**src/logic/ipss_pkg.sv**
```systemverilog
// Package for the image port signal select block.
// Holds register offsets, field positions, reset values, clip limits and FIFO levels.
package ipss_pkg;

    // Register offsets.
    localparam logic [7:0] SIGSEL_ADDR   = 8'h84;
    localparam logic [7:0] FMTPOL_ADDR   = 8'h85;
    localparam logic [7:0] FIFOCTL_ADDR  = 8'h86;

    // Reset values.
    localparam logic [7:0] SIGSEL_RST    = 8'h00;
    localparam logic [7:0] FMTPOL_RST    = 8'h00;
    localparam logic [7:0] FIFOCTL_RST   = 8'h00;

    // Signal select register fields.
    localparam int HFORM_LSB     = 0;
    localparam int VFORM_LSB     = 2;
    localparam int P1SEL_LSB     = 4;
    localparam int P0SEL_LSB     = 6;

    // Format and polarity register fields.
    localparam int QINV_BIT      = 0;
    localparam int HINV_BIT      = 1;
    localparam int VINV_BIT      = 2;
    localparam int P1INV_BIT     = 3;
    localparam int P0INV_BIT     = 4;
    localparam int CLIPSEL_BIT   = 5;
    localparam int ORDER_LSB     = 6;

    // FIFO flag control register fields.
    localparam int EMPTY_LVL_LSB = 0;
    localparam int FULL_LVL_LSB  = 2;
    localparam int P1SEL_MSB_BIT = 4;
    localparam int P0SEL_MSB_BIT = 5;

    // Clip limits.
    localparam logic [7:0] CLIP_WIDE_LO   = 8'h01;
    localparam logic [7:0] CLIP_WIDE_HI   = 8'hfe;
    localparam logic [7:0] CLIP_NARROW_LO = 8'h08;
    localparam logic [7:0] CLIP_NARROW_HI = 8'hf7;

    // FIFO fill levels in double words.
    localparam int FIFO_LVL_W = 6;
    localparam logic [5:0] EMPTY_LT_16 = 6'h10;
    localparam logic [5:0] EMPTY_LT_8  = 6'h08;
    localparam logic [5:0] EMPTY_LT_4  = 6'h04;
    localparam logic [5:0] FULL_GE_16  = 6'h10;
    localparam logic [5:0] FULL_GE_24  = 6'h18;
    localparam logic [5:0] FULL_GE_28  = 6'h1c;
    localparam logic [5:0] FULL_EQ_32  = 6'h20;

    typedef enum logic [2:0] {
        GP_FIELD_ID = 3'b000,
        GP_TASK     = 3'b001,
        GP_SLICED   = 3'b010,
        GP_LOW      = 3'b011,
        GP_FILLED   = 3'b100,
        GP_OVERFLOW = 3'b101,
        GP_AFULL    = 3'b110,
        GP_AEMPTY   = 3'b111
    } ipss_gpsel_t;

    typedef enum logic [1:0] {
        HF_GATE     = 2'b00,
        HF_EXT      = 2'b01,
        HF_TRIG     = 2'b10,
        HF_EXT_TRIG = 2'b11
    } ipss_hform_t;

    typedef enum logic [1:0] {
        VF_GATE     = 2'b00,
        VF_REF      = 2'b01,
        VF_TRIG     = 2'b10,
        VF_REF_TRIG = 2'b11
    } ipss_vform_t;

endpackage

```
**src/logic/ipss_image_port.sv**
```systemverilog
// Image port output signal selection, clipping, byte order and polarity.
// Assumes the back-end clock and every video and FIFO input change on that clock,
// and that a serial-bus front end delivers register writes as one-cycle strobes.
//
// Notes on behaviour
// RULE_01 - Pin 0 selector {fifoctl[5],sigsel[7:6]}: 011 low, 100 almost filled, 101 overflow.
// RULE_02 - Pin 0 codes 110 and 111 give almost full and almost empty, levels set in fifoctl.
// RULE_03 - Pin 0 codes 000, 001 and 010 give field ID, A/B task flag and sliced-data frame.
// RULE_04 - Pin 1 selector {fifoctl[4],sigsel[5:4]}: 000..011 give field ID, task, sliced, low.
// RULE_05 - Pin 1 codes 100..111 give almost filled, overflow, almost full, almost empty.
// RULE_06 - Horizontal pin by sigsel[1:0]: gate, extended gate, or trigger pulses.
// RULE_07 - Extended H gate is the output gate while active, else the input H reference.
// RULE_08 - Trigger modes pulse on the rising edge of the H gate or extended H gate.
// RULE_09 - Vertical pin by sigsel[3:2]: V gate, input V reference, or pulses from either.
// RULE_10 - Bit fmtpol[5] clips video to 1..254 when clear and to 8..247 when set.
// RULE_11 - Bits fmtpol[7:6] reorder the double word as 0123, 1032, 2301 or 3210.
// RULE_12 - Bit fmtpol[0] inverts the data qualifier pin when set.
// RULE_13 - Bit fmtpol[1] inverts the horizontal reference pin when set.
// RULE_14 - Bit fmtpol[2] inverts the vertical reference pin when set.
// RULE_15 - Bits fmtpol[3] and fmtpol[4] invert general-purpose pins 1 and 0 when set.
// RULE_16 - The qualifier pin carries valid data or a gated back-end clock, per a select bit.
// RULE_17 - Each inversion is applied after source selection, constant low included.
`timescale 1ns/1ps
module ipss_image_port
    import ipss_pkg::*;
(
    // Clock and reset.
    input  wire logic        clk,
    input  wire logic        rstn,
    // Register access.
    input  wire logic        reg_wr,
    input  wire logic [7:0]  reg_addr,
    input  wire logic [7:0]  reg_wdata,
    output logic      [7:0]  reg_rdata,
    // Back-end clock and qualifier mode.
    input  wire logic        back_clk,
    input  wire logic        gated_clk_sel,
    // Flag sources.
    input  wire logic        field_id,
    input  wire logic        task_flag,
    input  wire logic        sliced_frame,
    input  wire logic        fifo_filled,
    input  wire logic        fifo_overflow,
    input  wire logic [5:0]  fifo_level,
    // Scaler reference sources.
    input  wire logic        h_gate,
    input  wire logic        h_ref_in,
    input  wire logic        scaler_active,
    input  wire logic        v_gate,
    input  wire logic        v_ref_in,
    // Video data.
    input  wire logic        data_valid,
    input  wire logic        code_word,
    input  wire logic [31:0] data_in,
    // Port pins.
    output logic             gp_flag_pin0,
    output logic             gp_flag_pin1,
    output logic             horiz_ref_pin,
    output logic             vert_ref_pin,
    output logic             data_qualifier_pin,
    output logic      [31:0] data_out
);

    localparam int SYNC_W = 52;

    logic [7:0]        sigsel_q;
    logic [7:0]        fmtpol_q;
    logic [7:0]        fifoctl_q;
    logic [7:0]        rdata_d;
    logic [SYNC_W-1:0] sync_s;
    logic              bclk_s;
    logic              gsel_s;
    logic              bclk_d1_q;
    logic              bfall;
    logic [31:0]       data_s;
    logic [5:0]        level_s;
    logic              hgate_s, href_s, act_s, vgate_s, vref_s, valid_s, code_s;
    logic              fid_s, task_s, slice_s, filled_s, ovf_s;
    logic              hgate_prev_q, hext_prev_q, vgate_prev_q, vref_prev_q;
    logic              valid_cap_q;
    logic              hext, afull, aempty;
    logic [2:0]        p0_sel, p1_sel;
    logic [7:0]        clip_lo, clip_hi;
    logic [7:0]        flags;
    logic              h_src, v_src, q_src;
    logic [31:0]       clipped, ordered;

    // All outside inputs except register access, the back-end clock and mode pin included, share one delay.
    ipss_sync #(
        .W (SYNC_W)
    ) u_sync (
        .clk  (clk),
        .rstn (rstn),
        .din  ({gated_clk_sel, back_clk, field_id, task_flag, sliced_frame, fifo_filled,
                fifo_overflow, fifo_level, h_gate, h_ref_in, scaler_active, v_gate, v_ref_in,
                data_valid, code_word, data_in}),
        .dout (sync_s)
    );

    assign {gsel_s, bclk_s, fid_s, task_s, slice_s, filled_s, ovf_s, level_s, hgate_s,
            href_s, act_s, vgate_s, vref_s, valid_s, code_s, data_s} = sync_s;

    // Inputs launch on the rising back-end edge, so the falling edge sees them settled.
    always_ff @(posedge clk or negedge rstn) begin
        if (!rstn) begin
            bclk_d1_q <= 1'b0;
        end else begin
            bclk_d1_q <= bclk_s;
        end
    end

    assign bfall = bclk_d1_q & ~bclk_s;

    // Register file.
    always_ff @(posedge clk or negedge rstn) begin
        if (!rstn) begin
            sigsel_q  <= SIGSEL_RST;
            fmtpol_q  <= FMTPOL_RST;
            fifoctl_q <= FIFOCTL_RST;
        end else if (reg_wr) begin
            if (reg_addr == SIGSEL_ADDR) begin
                sigsel_q <= reg_wdata;
            end else if (reg_addr == FMTPOL_ADDR) begin
                fmtpol_q <= reg_wdata;
            end else if (reg_addr == FIFOCTL_ADDR) begin
                fifoctl_q <= reg_wdata;
            end
        end
    end

    always_comb begin
        if (reg_addr == SIGSEL_ADDR) begin
            rdata_d = sigsel_q;
        end else if (reg_addr == FMTPOL_ADDR) begin
            rdata_d = fmtpol_q;
        end else if (reg_addr == FIFOCTL_ADDR) begin
            rdata_d = fifoctl_q;
        end else begin
            rdata_d = 8'h00;
        end
    end

    always_ff @(posedge clk or negedge rstn) begin
        if (!rstn) begin
            reg_rdata <= 8'h00;
        end else begin
            reg_rdata <= rdata_d;
        end
    end

    // FIFO level flags.
    always_comb begin
        case (fifoctl_q[EMPTY_LVL_LSB +: 2])
            2'b00:   aempty = level_s < EMPTY_LT_16; // RULE_02
            2'b01:   aempty = level_s < EMPTY_LT_8;
            2'b10:   aempty = level_s < EMPTY_LT_4;
            default: aempty = level_s == 6'h00;
        endcase
        case (fifoctl_q[FULL_LVL_LSB +: 2])
            2'b00:   afull = level_s >= FULL_GE_16; // RULE_02
            2'b01:   afull = level_s >= FULL_GE_24;
            2'b10:   afull = level_s >= FULL_GE_28;
            default: afull = level_s == FULL_EQ_32;
        endcase
    end

    // Flag sources indexed by selector code.
    assign flags = {aempty, afull, ovf_s, filled_s, 1'b0, slice_s, task_s, fid_s}; // RULE_03
    assign p0_sel = {fifoctl_q[P0SEL_MSB_BIT], sigsel_q[P0SEL_LSB +: 2]}; // RULE_01
    assign p1_sel = {fifoctl_q[P1SEL_MSB_BIT], sigsel_q[P1SEL_LSB +: 2]}; // RULE_04
    assign hext   = act_s ? hgate_s : href_s; // RULE_07

    always_comb begin
        case (ipss_hform_t'(sigsel_q[HFORM_LSB +: 2]))
            HF_GATE:     h_src = hgate_s; // RULE_06
            HF_EXT:      h_src = hext;
            HF_TRIG:     h_src = hgate_s & ~hgate_prev_q; // RULE_08
            default:     h_src = hext & ~hext_prev_q;
        endcase
        case (ipss_vform_t'(sigsel_q[VFORM_LSB +: 2]))
            VF_GATE:     v_src = vgate_s; // RULE_09
            VF_REF:      v_src = vref_s;
            VF_TRIG:     v_src = vgate_s & ~vgate_prev_q;
            default:     v_src = vref_s & ~vref_prev_q;
        endcase
    end

    // Clip range and byte order.
    assign clip_lo = fmtpol_q[CLIPSEL_BIT] ? CLIP_NARROW_LO : CLIP_WIDE_LO; // RULE_10
    assign clip_hi = fmtpol_q[CLIPSEL_BIT] ? CLIP_NARROW_HI : CLIP_WIDE_HI;

    // Timing codes pass unclipped; they must keep their 00 and FF values.
    for (genvar b = 0; b < 4; b++) begin : g_clip
        always_comb begin
            if (code_s) begin
                clipped[8*b +: 8] = data_s[8*b +: 8];
            end else if (data_s[8*b +: 8] < clip_lo) begin
                clipped[8*b +: 8] = clip_lo; // RULE_10
            end else if (data_s[8*b +: 8] > clip_hi) begin
                clipped[8*b +: 8] = clip_hi;
            end else begin
                clipped[8*b +: 8] = data_s[8*b +: 8];
            end
        end
    end

    // Byte k of the output takes source byte k XOR the order code.
    for (genvar k = 0; k < 4; k++) begin : g_order
        localparam logic [1:0] K = 2'(k);
        assign ordered[8*k +: 8] = clipped[8*(K ^ fmtpol_q[ORDER_LSB +: 2]) +: 8]; // RULE_11
    end

    // Back-end rate state: edge history and pin updates.
    always_ff @(posedge clk or negedge rstn) begin
        if (!rstn) begin
            hgate_prev_q <= 1'b0;
            hext_prev_q  <= 1'b0;
            vgate_prev_q <= 1'b0;
            vref_prev_q  <= 1'b0;
            valid_cap_q  <= 1'b0;
        end else if (bfall) begin
            hgate_prev_q <= hgate_s;
            hext_prev_q  <= hext;
            vgate_prev_q <= vgate_s;
            vref_prev_q  <= vref_s;
            valid_cap_q  <= valid_s;
        end
    end

    always_ff @(posedge clk or negedge rstn) begin
        if (!rstn) begin
            gp_flag_pin0  <= 1'b0;
            gp_flag_pin1  <= 1'b0;
            horiz_ref_pin <= 1'b0;
            vert_ref_pin  <= 1'b0;
            data_out      <= 32'h00000000;
        end else if (bfall) begin
            gp_flag_pin0  <= flags[p0_sel] ^ fmtpol_q[P0INV_BIT]; // RULE_01 RULE_15 RULE_17
            gp_flag_pin1  <= flags[p1_sel] ^ fmtpol_q[P1INV_BIT]; // RULE_05 RULE_15 RULE_17
            horiz_ref_pin <= h_src ^ fmtpol_q[HINV_BIT]; // RULE_13
            vert_ref_pin  <= v_src ^ fmtpol_q[VINV_BIT]; // RULE_14
            data_out      <= ordered;
        end
    end

    // The gated form follows the sampled back-end clock every system cycle.
    assign q_src = gsel_s ? (valid_cap_q & bclk_s) : valid_cap_q; // RULE_16

    always_ff @(posedge clk or negedge rstn) begin
        if (!rstn) begin
            data_qualifier_pin <= 1'b0;
        end else begin
            data_qualifier_pin <= q_src ^ fmtpol_q[QINV_BIT]; // RULE_12 RULE_17
        end
    end

    pin0_low_a: assert property (@(posedge clk) disable iff (!rstn) // RULE_01
        bfall && p0_sel == 3'b011 |=> gp_flag_pin0 == $past(fmtpol_q[P0INV_BIT]))
        else $error("pin 0 not constant low under selector 011");

    pin0_aempty_a: assert property (@(posedge clk) disable iff (!rstn) // RULE_02
        bfall && p0_sel == 3'b111 && fifoctl_q[1:0] == 2'b11 && !fmtpol_q[P0INV_BIT]
        |=> gp_flag_pin0 == ($past(level_s) == 6'h00))
        else $error("pin 0 almost empty flag wrong");

    pin0_field_a: assert property (@(posedge clk) disable iff (!rstn) // RULE_03
        bfall && p0_sel == 3'b000 |=> gp_flag_pin0 == ($past(fid_s) ^ $past(fmtpol_q[4])))
        else $error("pin 0 does not follow field ID");

    pin1_task_a: assert property (@(posedge clk) disable iff (!rstn) // RULE_04
        bfall && p1_sel == 3'b001 |=> gp_flag_pin1 == ($past(task_s) ^ $past(fmtpol_q[3])))
        else $error("pin 1 does not follow task flag");

    pin1_overflow_a: assert property (@(posedge clk) disable iff (!rstn) // RULE_05
        bfall && p1_sel == 3'b101 |=> gp_flag_pin1 == ($past(ovf_s) ^ $past(fmtpol_q[3])))
        else $error("pin 1 does not follow overflow");

    horiz_ext_a: assert property (@(posedge clk) disable iff (!rstn) // RULE_07
        bfall && sigsel_q[1:0] == 2'b01 && !act_s && !fmtpol_q[HINV_BIT]
        |=> horiz_ref_pin == $past(href_s))
        else $error("extended H gate ignores input reference");

    horiz_trig_a: assert property (@(posedge clk) disable iff (!rstn) // RULE_08
        bfall && sigsel_q[1:0] == 2'b10 && !fmtpol_q[HINV_BIT] && hgate_prev_q
        |=> !horiz_ref_pin)
        else $error("horizontal trigger without a rising gate");

    vert_ref_a: assert property (@(posedge clk) disable iff (!rstn) // RULE_09 RULE_14
        bfall && sigsel_q[3:2] == 2'b01 |=> vert_ref_pin == ($past(vref_s) ^ $past(fmtpol_q[2])))
        else $error("vertical pin does not follow input reference");

    clip_range_a: assert property (@(posedge clk) disable iff (!rstn) // RULE_10
        bfall && !code_s && fmtpol_q[7:5] == 3'b001
        |=> data_out[7:0] >= 8'h08 && data_out[7:0] <= 8'hf7)
        else $error("narrow clip range violated");

    byte_swap_a: assert property (@(posedge clk) disable iff (!rstn) // RULE_11
        bfall && code_s && fmtpol_q[7:6] == 2'b11 |=> data_out[7:0] == $past(data_s[31:24]))
        else $error("full reverse byte order wrong");

    qual_invert_a: assert property (@(posedge clk) disable iff (!rstn) // RULE_12 RULE_16
        !gsel_s |=> data_qualifier_pin == ($past(valid_cap_q) ^ $past(fmtpol_q[0])))
        else $error("qualifier polarity wrong");

    horiz_inv_a: assert property (@(posedge clk) disable iff (!rstn) // RULE_13
        bfall && sigsel_q[1:0] == 2'b00 |=> horiz_ref_pin == ($past(hgate_s) ^ $past(fmtpol_q[1])))
        else $error("horizontal polarity wrong");

endmodule // ipss_image_port

```
**src/logic/ipss_sync.sv**
```systemverilog
// Two-flop synchroniser for a bundle of independent levels.
// Assumes each bit is a level that is stable across several clk periods.
`timescale 1ns/1ps
module ipss_sync #(
    parameter int W = 1
) (
    // Clock and reset.
    input  wire logic         clk,
    input  wire logic         rstn,
    // Levels.
    input  wire logic [W-1:0] din,
    output logic      [W-1:0] dout
);

    logic [W-1:0] meta_q;

    always_ff @(posedge clk or negedge rstn) begin
        if (!rstn) begin
            meta_q <= '0;
            dout   <= '0;
        end else begin
            meta_q <= din;
            dout   <= meta_q;
        end
    end

endmodule // ipss_sync

```
**config.mk**
```make
export PLATFORM = sky130hd
export DESIGN_NAME = ipss_image_port
export DESIGN_NICKNAME = d
export VERILOG_FILES = /design/src/logic/ipss_pkg.sv /design/src/logic/ipss_image_port.sv /design/src/logic/ipss_sync.sv
export SDC_FILE = /design/constraint.sdc
export NUM_CORES = 1
export LEC_CHECK = 0
export ABC_AREA = 1
export BUFFER_PORTS_ARGS = -buffer_cell sky130_fd_sc_hd__clkbuf_2
export CORE_MARGIN = 3
export CORE_UTILIZATION = 40
export CTS_CLUSTER_DIAMETER = 30
export DETAILED_ROUTE_END_ITERATION = 7
export GPL_TIMING_DRIVEN = 0
export PLACE_DENSITY = 0.74
export SYNTH_ARGS = -nofsm -noshare
export SYNTH_HDL_FRONTEND = slang
export SYNTH_SLANG_ARGS = --single-unit
```
**constraint.sdc**
```tcl
create_clock -name clk -period 2.1 [get_ports clk]
set_input_delay 0.315 -clock clk [delete_from_list [all_inputs] [get_ports clk]]
set_output_delay 0.315 -clock clk [all_outputs]
set_load 0.01 [all_outputs]
```
==> results of run 1 <==
==> where the power goes <==
group	leakage [nW]	internal [W]	total, W	switching [W]
registers	2.15	0.00369	0.00385	0.000153
clock network	0.302	0.00182	0.00326	0.00145
logic	2.67	0.000458	0.00115	0.000697
total	5.12	0.00597	0.00826	0.00230
==> flip-flops by register name (all words and copies together) (netlist names), 8 cells and up <==
| signal | count |
|---|---|
| data_out | 32 |
| fifoctl_q | 8 |
| fmtpol_q | 8 |
| reg_rdata | 8 |
| sigsel_q | 8 |
| u_sync.dout | 52 |
| u_sync.meta_q | 52 |
==> worst max-delay path, delay by kind of cell, from the launching register on <==
kind	cells	cell delay, ns
flops	1	0.43
simple gates	12	1.01
buf+inv	2	0.18
fa+ha+maj	1	0.30
==> path summary, 6_finish.rpt <==
kind	endpoint	cells after the start
worst max-delay path	data_out[16]$_DFFE_PN0P_	15
worst min-delay path	u_sync.meta_q[29]$_DFF_PN0_	1
worst max register to register	data_out[16]$_DFFE_PN0P_	15
worst min register to register	u_sync.dout[0]$_DFF_PN0_	0
max in group asynchronous	u_sync.meta_q[40]$_DFF_PN0_	3
min in group asynchronous	u_sync.meta_q[19]$_DFF_PN0_	2
==> repair_timing <==
action                                 4_1_cts  5_1_grt
hold buffers                                50        0
resized for setup                            8      105
endpoints found under the hold margin      137        0
pin swaps                                    0       46
gates cloned                                 0        1
setup endpoints to repair                   16       16
setup buffers                                1        7
==> per-stage QoR <==
| stage | instance area, um^2 | power (W) | setup slack (ns) | setup TNS, ns |
|---|---|---|---|---|
| finish | 10100 | 0.00826 | 0.0563 | 0 |
| global route | 10100 | 0.00867 | -0.0681 | -0.385 |
| CTS | 9600 | 0.00821 | 0.0424 | 0 |
| detailed placement | 8480 | 0.00486 | -0.570 | -7.98 |
| global placement | 8440 | 0.00483 | -2.42 | -436.51 |
| floorplan | 7580 | 0.00442 | 0.0427 | 0 |
==> cells in the final DEF, fill, tap and decap left out, drive strengths merged, types with 16 or more instances in the layout <==
cell type / synthesis / layout
ha: 16 / 16
o21ai: 52 / 52
o211ai: 23 / 23
dlygate4sd3: 0 / 50
nand2: 267 / 267
clkbuf: 13 / 144
nand3: 99 / 99
nor2: 27 / 27
buf: 18 / 27
dfrtp: 179 / 179
inv: 89 / 96
==> synthesized netlist by cell type (all sizes together) <==
master / n / share of area (%)
or2: 2 / 0.17
buf: 18 / 1.5
and3: 1 / 0.083
nand3: 99 / 6.5
xor2: 3 / 0.35
o21bai: 1 / 0.099
o211ai: 23 / 2.3
inv: 89 / 4.4
clkinv: 1 / 0.049
nor3: 5 / 0.63
a31oi: 1 / 0.083
a22oi: 4 / 0.40
clkbuf: 13 / 0.64
o21a: 1 / 0.099
nand3b: 1 / 0.099
mux2: 1 / 0.15
dfrtp: 179 / 59
mux2i: 4 / 0.53
a21oi: 10 / 0.66
nand4: 1 / 0.083
a32oi: 1 / 0.12
and2: 1 / 0.083
o21ai: 52 / 3.8
nand2: 267 / 13
ha: 16 / 2.6
a221oi: 4 / 0.46
nor2: 27 / 1.5
==> per-layer routing <==
metal / global-route usage, % / wire (um) / up-vias
li1: - / - / 3033
met2: 27.8 / 8610 / 250
met3: 4.03 / 1280 / 33
met4: 5.20 / 374 / 0
met1: 26.8 / 8670 / 2988
met5: 0 / 0 / -
==> cell families after synthesis <==
| kind of cell | after synthesis | synth area share [%] |
|---|---|---|
| multiplexers | 5 | 0.677 |
| buffers and inverters | 121 | 6.57 |
| adder cells (fa/ha/maj) | 16 | 2.64 |
| flip-flops | 179 | 59.1 |
| AO/OA/AOI/OAI | 97 | 8.03 |
| XOR/XNOR | 3 | 0.347 |
| AND/OR/NAND/NOR | 404 | 22.6 |
==> cell type report <==
| type | count | share of cell area (%) |
|---|---|---|
| Clock buffer | 17 | 4.21 |
| Multi-Input combinational cell | 525 | 29.8 |
| Timing Repair inverter | 1 | 0.112 |
| Buffer | 30 | 1.55 |
| Timing Repair Buffer | 174 | 11.8 |
| Tap cell | 229 | 2.84 |
| Inverter | 90 | 3.40 |
| Sequential cell | 179 | 44.4 |
| Clock inverter | 14 | 1.88 |
==> results.json, run 1 <==
{
  "status": "complete, no violations",
  "fillCellCount": 1605,
  "required_ns": 2.42,
  "setup_viol": 0,
  "vias": 6304,
  "cp-start-kind": "register",
  "grt_pass1_vias": 5871,
  "drv_cap": 0,
  "worstSetupPathType": "register to register",
  "gp_congestion": 0.969,
  "root_buffer": "clkbuf_16",
  "insertion_delay_ns": 0.43,
  "cts_max_level": 4,
  "yosysSeqAreaShare_pct": 59.1,
  "drt_iter0_drc": 621,
  "netlist_instances": 825,
  "row_count": 49,
  "crit_chain": "clkinv_4 > ha_4 > inv_2 > nand2_2 > nor2_2 > nor2_2 > nand2_2 > nand2_1 > nand2_1 > nand2_1 > nand2_2 > nand3_4 > nand3_2 > nand3_2 > nand2_1",
  "netlist_area_um2": 7580,
  "layout-area-overhead-vs-synth_pct": 33.2,
  "startpoint": "fmtpol_q[5]$_DFFE_PN0P_",
  "wl_per_cell_um": 15.0,
  "crit_fanout": 5,
  "reg2reg_from": "fmtpol_q[5]$_DFFE_PN0P_",
  "max_freq_mhz": 489,
  "hold_violations": 0,
  "seq_area_um2": 4480,
  "multi_input_area_um2": 3010,
  "r2r_slack_ns": 0.06,
  "yosysWarnings": 0,
  "fin_nets": 1105,
  "end_kind": "register",
  "critPathArrivalTime_ns": 2.36,
  "slew_violations": 0,
  "worst_path_largest_cell_delay_ns": 0.43,
  "final_core_util_pct": 55.3,
  "finalCritPeriodShare_pct": 97.3,
  "die_h_um": 144,
  "leakagePower_nw": 5.12,
  "wl_um": 18900,
  "vdd_ir_drop_max_uv": 581,
  "grt_pass1_wl_um": 29700,
  "overflow": 0,
  "synthesis.nets": 912,
  "clkTransAtPathRegs_ns": 0.08,
  "ios": 116,
  "hp-start": "data_in[29]",
  "drive_gt1_share_pct": 27.8,
  "fin_cells": 1259,
  "avgSynthCellArea_um2": 9.18,
  "core_area_um2": 18300,
  "detail-route-antenna-nets": 0,
  "cts_buffer_depth": 2,
  "dieArea_um2": 20600,
  "drcViolationCount": 0,
  "drt_pass1_iterations": 5,
  "hp-class": "primary input to register",
  "holdWs_ns": 0.0193,
  "tightest_slew_ns": 0.679,
  "p_per_area_nw_per_um2": 819,
  "place_hpwl_um": 13300,
  "antenna_found_initial": 0,
  "start_util_pct": 41.5,
  "port_buffers": 115,
  "grt_max_degree": 92,
  "cpMostUsedCell": "nand2_1",
  "ys_seq_elements": 179,
  "slew_headroom_pct": 54.7,
  "cpMaxStageDelayCell": "dfrtp_2",
  "die_w_um": 144,
  "ys_types": 38,
  "n_antenna_cell": 0,
  "viasPerCell": 5.01,
  "cts_tree": "built",
  "rsz0062_at_grt": "true",
  "period_needed_ns": 2.04,
  "clkSinkCount": 179,
  "grt_util_all_layers_pct": 18.4,
  "dp.cells": 1170,
  "cts_buffers": 17,
  "fin_skew_ns": 0.0122
}
(Power assumes the default switching activity.)
==> run 2: changes to the inputs <==
CELL_PAD_IN_SITES_DETAIL_PLACEMENT = 1   (was unset)
CELL_PAD_IN_SITES_GLOBAL_PLACEMENT = 2   (was unset)
CORE_UTILIZATION = 31   (was 40)
PLACE_DENSITY = unset   (was 0.74)
PLACE_DENSITY_LB_ADDON = 0.1   (was unset)
==> results.json, run 2 (synthesized netlist as in run 1, its figures left out) <==
{
  "overflow": 0,
  "grt_util_all_layers_pct": 17.7,
  "clkPwrFrac_pct": 39.1,
  "grt_pass1_vias": 6643,
  "insertion_delay_ns": 0.43,
  "n_antenna_cell": 0,
  "vias": 6242,
  "vdd_ir_drop_max_uv": 448,
  "slew_headroom_pct": 52.6,
  "p_int_w": 0.00578,
  "fin_nets": 1108,
  "end_kind": "register",
  "p_per_area_nw_per_um2": 806,
  "cp-start-kind": "register",
  "tightest_slew_ns": 0.710,
  "slew_violations": 0,
  "final_core_util_pct": 43.2,
  "detail-route-antenna-nets": 0,
  "period_needed_ns": 2.06,
  "layout_commonest_cell": "nand2_1",
  "final_cell_mix": "nand2_1 (229), dfrtp_1 (178), clkbuf_2 (114)",
  "required_ns": 2.42,
  "cts_buffer_depth": 2,
  "hp-class": "primary input to register",
  "drt_pass1_iterations": 4,
  "finalCritPeriodShare_pct": 98.3,
  "core_area_um2": 23800,
  "row_count": 56,
  "crit_fanout": 8,
  "dp_slack_ns": -0.785,
  "fin_skew_ns": 0.0127,
  "ios": 116,
  "viasPerCell": 4.61,
  "root_buffer": "clkbuf_16",
  "r2r_slack_ns": 0.04,
  "antenna_found_initial": 0,
  "worstSetupPathType": "register to register",
  "hold_violations": 0,
  "leakagePower_nw": 5.17,
  "multi_input_area_um2": 3030,
  "fillCellCount": 2719,
  "cts_buffers": 17,
  "drive_gt1_share_pct": 27.9,
  "drt_iter0_drc": 323,
  "p_comb_share_pct": 14.6,
  "cts_tree": "built",
  "grt_max_degree": 113,
  "gp_congestion": 0.798,
  "place_hpwl_um": 16000,
  "top_regs": "u_sync.dout (52), u_sync.meta_q (52), data_out (32)",
  "status": "complete, no violations",
  "holdWs_ns": 0.0497,
  "die_w_um": 162,
  "clkTransAtPathRegs_ns": 0.07,
  "layout-area-overhead-vs-synth_pct": 35.5,
  "cts_max_level": 4,
  "port_buffers": 115,
  "drv_cap": 0,
  "drcViolationCount": 0,
  "start_util_pct": 31.9,
  "die_h_um": 162,
  "seqPwrFrac_pct": 46.3,
  "max_freq_mhz": 485,
  "setup_viol": 0,
  "switching_power_w": 0.00250,
  "setup_ws_ns": 0.0367,
  "dieArea_um2": 26400,
  "rsz0062_at_grt": "true",
  "netSwitchingFraction_pct": 30.2,
  "critPathArrivalTime_ns": 2.38,
  "wl_per_cell_um": 16.8,
  "grt_pass1_wl_um": 36100,
  "fin_tns_setup_ns": 0,
  "wl_um": 22800,
  "clkSinkCount": 179,
  "seq_area_um2": 4480
}
[run 2: cell count changes in the layout (fill, tap and decap cells not counted), moves of 4 or more]
cell / change
nor2_2: -6
nand2_4: +5
clkinv_8: +4
nor2_4: +4
o21ai_1: -4
[run 2: power groups by stage]
stage          registers (W)  logic, W  clock network (W)
2_1_floorplan        0.00392  0.000505                  0
3_3_place_gp         0.00391  0.000987                  0
3_5_place_dp         0.00391   0.00101                  0
4_1_cts              0.00384   0.00112            0.00335
5_1_grt              0.00387   0.00136            0.00350
6_report             0.00384   0.00121            0.00324
[run 2: final cells by class]
cell class / instances / area share (%)
plain buffers: 31 / 1.77
clock buffers: 18 / 4.18
clock inverters: 14 / 1.73
inverters: 90 / 3.55
multi-input cells: 525 / 29.5
flip-flops and latches: 179 / 43.6
well taps: 319 / 3.89
repair buffers: 176 / 11.7
repair inverters: 1 / 0.110
[run 2: routing by layer]
metal,share of wire [%],up-vias,GRT usage (%)
met4,2.7,0,6.20
met2,49,119,29.7
met1,45,3045,23.3
li1,-,3048,-
met3,3.1,30,3.08
met5,0,-,0
[run 2: timing repair]
action	CTS	global route
gates resized for setup	36	90
endpoints found under the hold margin	117	1
pin swaps	6	61
gates cloned	0	1
endpoints found under the setup margin	16	16
hold buffers	51	1
buffers inserted	4	4
[run 2: critical path, stage by stage (launching register included)]
cell	delay [ns]
dfrtp_2	0.39
clkbuf_16	0.16
clkinv_16	0.07
ha_4	0.16
or2_1	0.21
nor2_2	0.16
nand2_2	0.09
buf_6	0.14
o211ai_1	0.24
nand3_1	0.15
nand3_2	0.11
nand2_1	0.06
[run 2: worst paths after layout]
path                                                  start  cells after the start                          end
worst max-delay path                fmtpol_q[5]$_DFFE_PN0P_                     11      data_out[1]$_DFFE_PN0P_
worst min-delay path                            data_in[15]                      1  u_sync.meta_q[15]$_DFF_PN0_
worst max register to register      fmtpol_q[5]$_DFFE_PN0P_                     11      data_out[1]$_DFFE_PN0P_
worst min register to register  u_sync.meta_q[14]$_DFF_PN0_                      0    u_sync.dout[14]$_DFF_PN0_
max in group asynchronous                              rstn                      3  u_sync.meta_q[15]$_DFF_PN0_
min in group asynchronous                              rstn                      2    u_sync.dout[16]$_DFF_PN0_
[run 2: through the flow]
stage | instance area (um^2) | cells | power (W)
detailed placement | 8590 | 1260 | 0.00491
floorplan | 7580 | 825 | 0.00442
finish | 10300 | 1353 | 0.00828
CTS | 9840 | 1347 | 0.00831
global placement | 8550 | 1259 | 0.00489
global route | 10300 | 1353 | 0.00873
==> run 3: changes to the inputs <==
ABC_AREA = unset   (was 1)
CORE_UTILIZATION = 35   (was 31)
==> results.json, run 3 <==
{
  "finalCritPeriodShare_pct": 120,
  "grt_util_all_layers_pct": 17.4,
  "vias": 5001,
  "required_ns": 2.46,
  "leakagePower_nw": 4.33,
  "detail-route-antenna-nets": 0,
  "die_w_um": 149,
  "slew_violations": 0,
  "crit_fanout": 8,
  "critical-path-top-delay-family": "compound AO/OA/AOI/OAI gates",
  "tightest_slew_ns": 0.812,
  "antenna_found_initial": 0,
  "synth.top_cell.area_share_pct": 62.3,
  "cts_buffers": 17,
  "drive_gt1_share_pct": 35.1,
  "core_area_um2": 19800,
  "cp-start-kind": "register",
  "cts_max_level": 4,
  "design_area_um2": 9660,
  "cpMaxStageDelayCell": "mux4_2",
  "violations": "setup timing",
  "max_freq_mhz": 396,
  "synthTopCellsByArea": "dfrtp_1 (62%), mux4_2 (5.3%), nand2_1 (4.4%)",
  "netlist_instances": 532,
  "synth-edff-count": 0,
  "dieArea_um2": 22300,
  "ys_types": 45,
  "synth_most_common_cell": "dfrtp_1",
  "crit_chain": "inv_8 > ha_4 > or3b_4 > a211o_4 > o22a_1 > o21a_1 > mux4_2 > o21ai_2",
  "grt_pass1_vias": 5491,
  "final_cell_mix": "dfrtp_1 (178), clkbuf_2 (116), nand2_1 (85)",
  "r2r_slack_ns": -0.43,
  "row_count": 51,
  "top_regs": "u_sync.dout (52), u_sync.meta_q (52), data_out (32)",
  "start_util_pct": 36.3,
  "dp.cells": 913,
  "fin_tns_setup_ns": -5.13,
  "gp_congestion": 0.807,
  "hold_violations": 0,
  "setup_viol": 16,
  "async_flop_share_pct": 100,
  "layout_commonest_cell": "dfrtp_1",
  "crit_buf_inv": 1,
  "fin_nets": 815,
  "worstSetupPathType": "register to register",
  "critPathArrivalTime_ns": 2.88,
  "yosysSeqAreaShare_pct": 62.3,
  "n_antenna_cell": 0,
  "synthesis.nets": 619,
  "yosysWarnings": 0,
  "die_h_um": 149,
  "vdd_ir_drop_max_uv": 488,
  "placed_area_um2": 8220,
  "place_hpwl_um": 13300,
  "viasPerCell": 4.97,
  "clkSinkCount": 179,
  "cts_tree": "built",
  "netlist_area_um2": 7200,
  "worst_path_largest_cell_delay_ns": 0.49,
  "synth_area_leader_cell": "dfrtp_1",
  "ys_seq_elements": 179,
  "root_buffer": "clkbuf_16",
  "wl_um": 18700,
  "synth_common_cells": "dfrtp_1 (179), nand2_1 (85), mux2_2 (25), nor2_1 (25), mux2i_1 (22)",
  "rsz0062_at_grt": "true",
  "fin_skew_ns": 0.0101,
  "setup_ws_ns": -0.427,
  "status": "finished with violations",
  "clkTransAtPathRegs_ns": 0.07,
  "grt_pass1_wl_um": 29700,
  "period_needed_ns": 2.53,
  "drt_pass1_iterations": 4,
  "overflow": 0,
  "layout-area-overhead-vs-synth_pct": 34.2,
  "port_buffers": 115,
  "avgSynthCellArea_um2": 13.5,
  "fin_cells": 1006,
  "cts_buffer_depth": 2,
  "drv_cap": 0,
  "drcViolationCount": 0,
  "grt_max_degree": 117,
  "p_per_area_nw_per_um2": 815,
  "drt_iter0_drc": 196,
  "wl_per_cell_um": 18.5,
  "insertion_delay_ns": 0.43,
  "synthFlopType": "dfrtp_1",
  "hp-class": "primary input to register",
  "ios": 116,
  "end_kind": "register",
  "slew_headroom_pct": 45.6
}
-- run 3: timing repair --
action	in CTS	in global routing
gates resized for setup	36	18
hold buffers	53	0
pin swaps	25	8
endpoints found under the setup margin	31	22
buffers inserted	5	6
hold endpoints to repair	115	0
-- run 3: final timing paths --
kind                                        startpoint  depth (start not counted)                        end
setup / recovery               fmtpol_q[5]$_DFFE_PN0P_                          8   data_out[24]$_DFFE_PN0P_
hold / removal                            reg_wdata[7]                          3    sigsel_q[7]$_DFFE_PN0P_
setup reg to reg               fmtpol_q[5]$_DFFE_PN0P_                          8   data_out[24]$_DFFE_PN0P_
hold reg to reg            u_sync.meta_q[25]$_DFF_PN0_                          0  u_sync.dout[25]$_DFF_PN0_
max in group asynchronous                         rstn                          3    fmtpol_q[5]$_DFFE_PN0P_
min in group asynchronous                         rstn                          2   data_out[28]$_DFFE_PN0P_
-- run 3: cells by family (layout without fill, tap and decap cells) --
family	count (synthesis)	in the layout	share of synthesized area [%]
AO/OA/AOI/OAI	80	80	7.67
buffers and inverters	33	242	1.74
flip-flops	179	179	62.3
adder cells (fa/ha/maj)	16	16	2.78
XOR/XNOR	4	4	0.487
multiplexers	72	72	15.2
AND/OR/NAND/NOR	148	148	9.86
-- run 3: area by class of cell --
type                       instances  area, um^2
timing repair buffer             178        1220
clock inverter                    15         150
clock buffer                      17         425
tap                              265         332
buffer                            23        95.1
sequential                       179        4480
multi-input combinational        320        2910
fill                            2039       10200
inverter                           9        41.3
-- run 3: worst register-to-register path, cell delays in order (launching register included) --
cell and delay, ns:
dfrtp_2 0.46, inv_8 0.13, ha_4 0.14, or3b_4 0.37, a211o_4 0.35, o22a_1 0.22, o21a_1 0.15, mux4_2 0.49
o21ai_2 0.14
-- run 3: through the flow --
stage	power (W)	util [%]	hold WS, ns	setup WS (ns)
floorplan	0.00427	-	0.0194	-0.344
global placement	0.00464	41.2	0.332	-2.77
detailed placement	0.00469	41.4	0.330	-0.645
CTS	0.00797	48.0	0.141	-0.450
global route	0.00824	48.7	0.151	-0.526
finish	0.00787	48.7	0.149	-0.427
-- run 3: layer usage --
layer | GRT usage [%] | up-vias | wire [um]
met3 | 3.40 | 17 | 682
met5 | 0 | - | 0
li1 | - | 2300 | -
met4 | 4.94 | 0 | 242
met1 | 23.0 | 2587 | 8390
met2 | 29.3 | 97 | 9340
-- run 3: report_power, final --
| part | switching, W | internal [W] |
|---|---|---|
| sequential | 0.000175 | 0.00368 |
| combinational | 0.000462 | 0.000448 |
| clock | 0.00145 | 0.00166 |
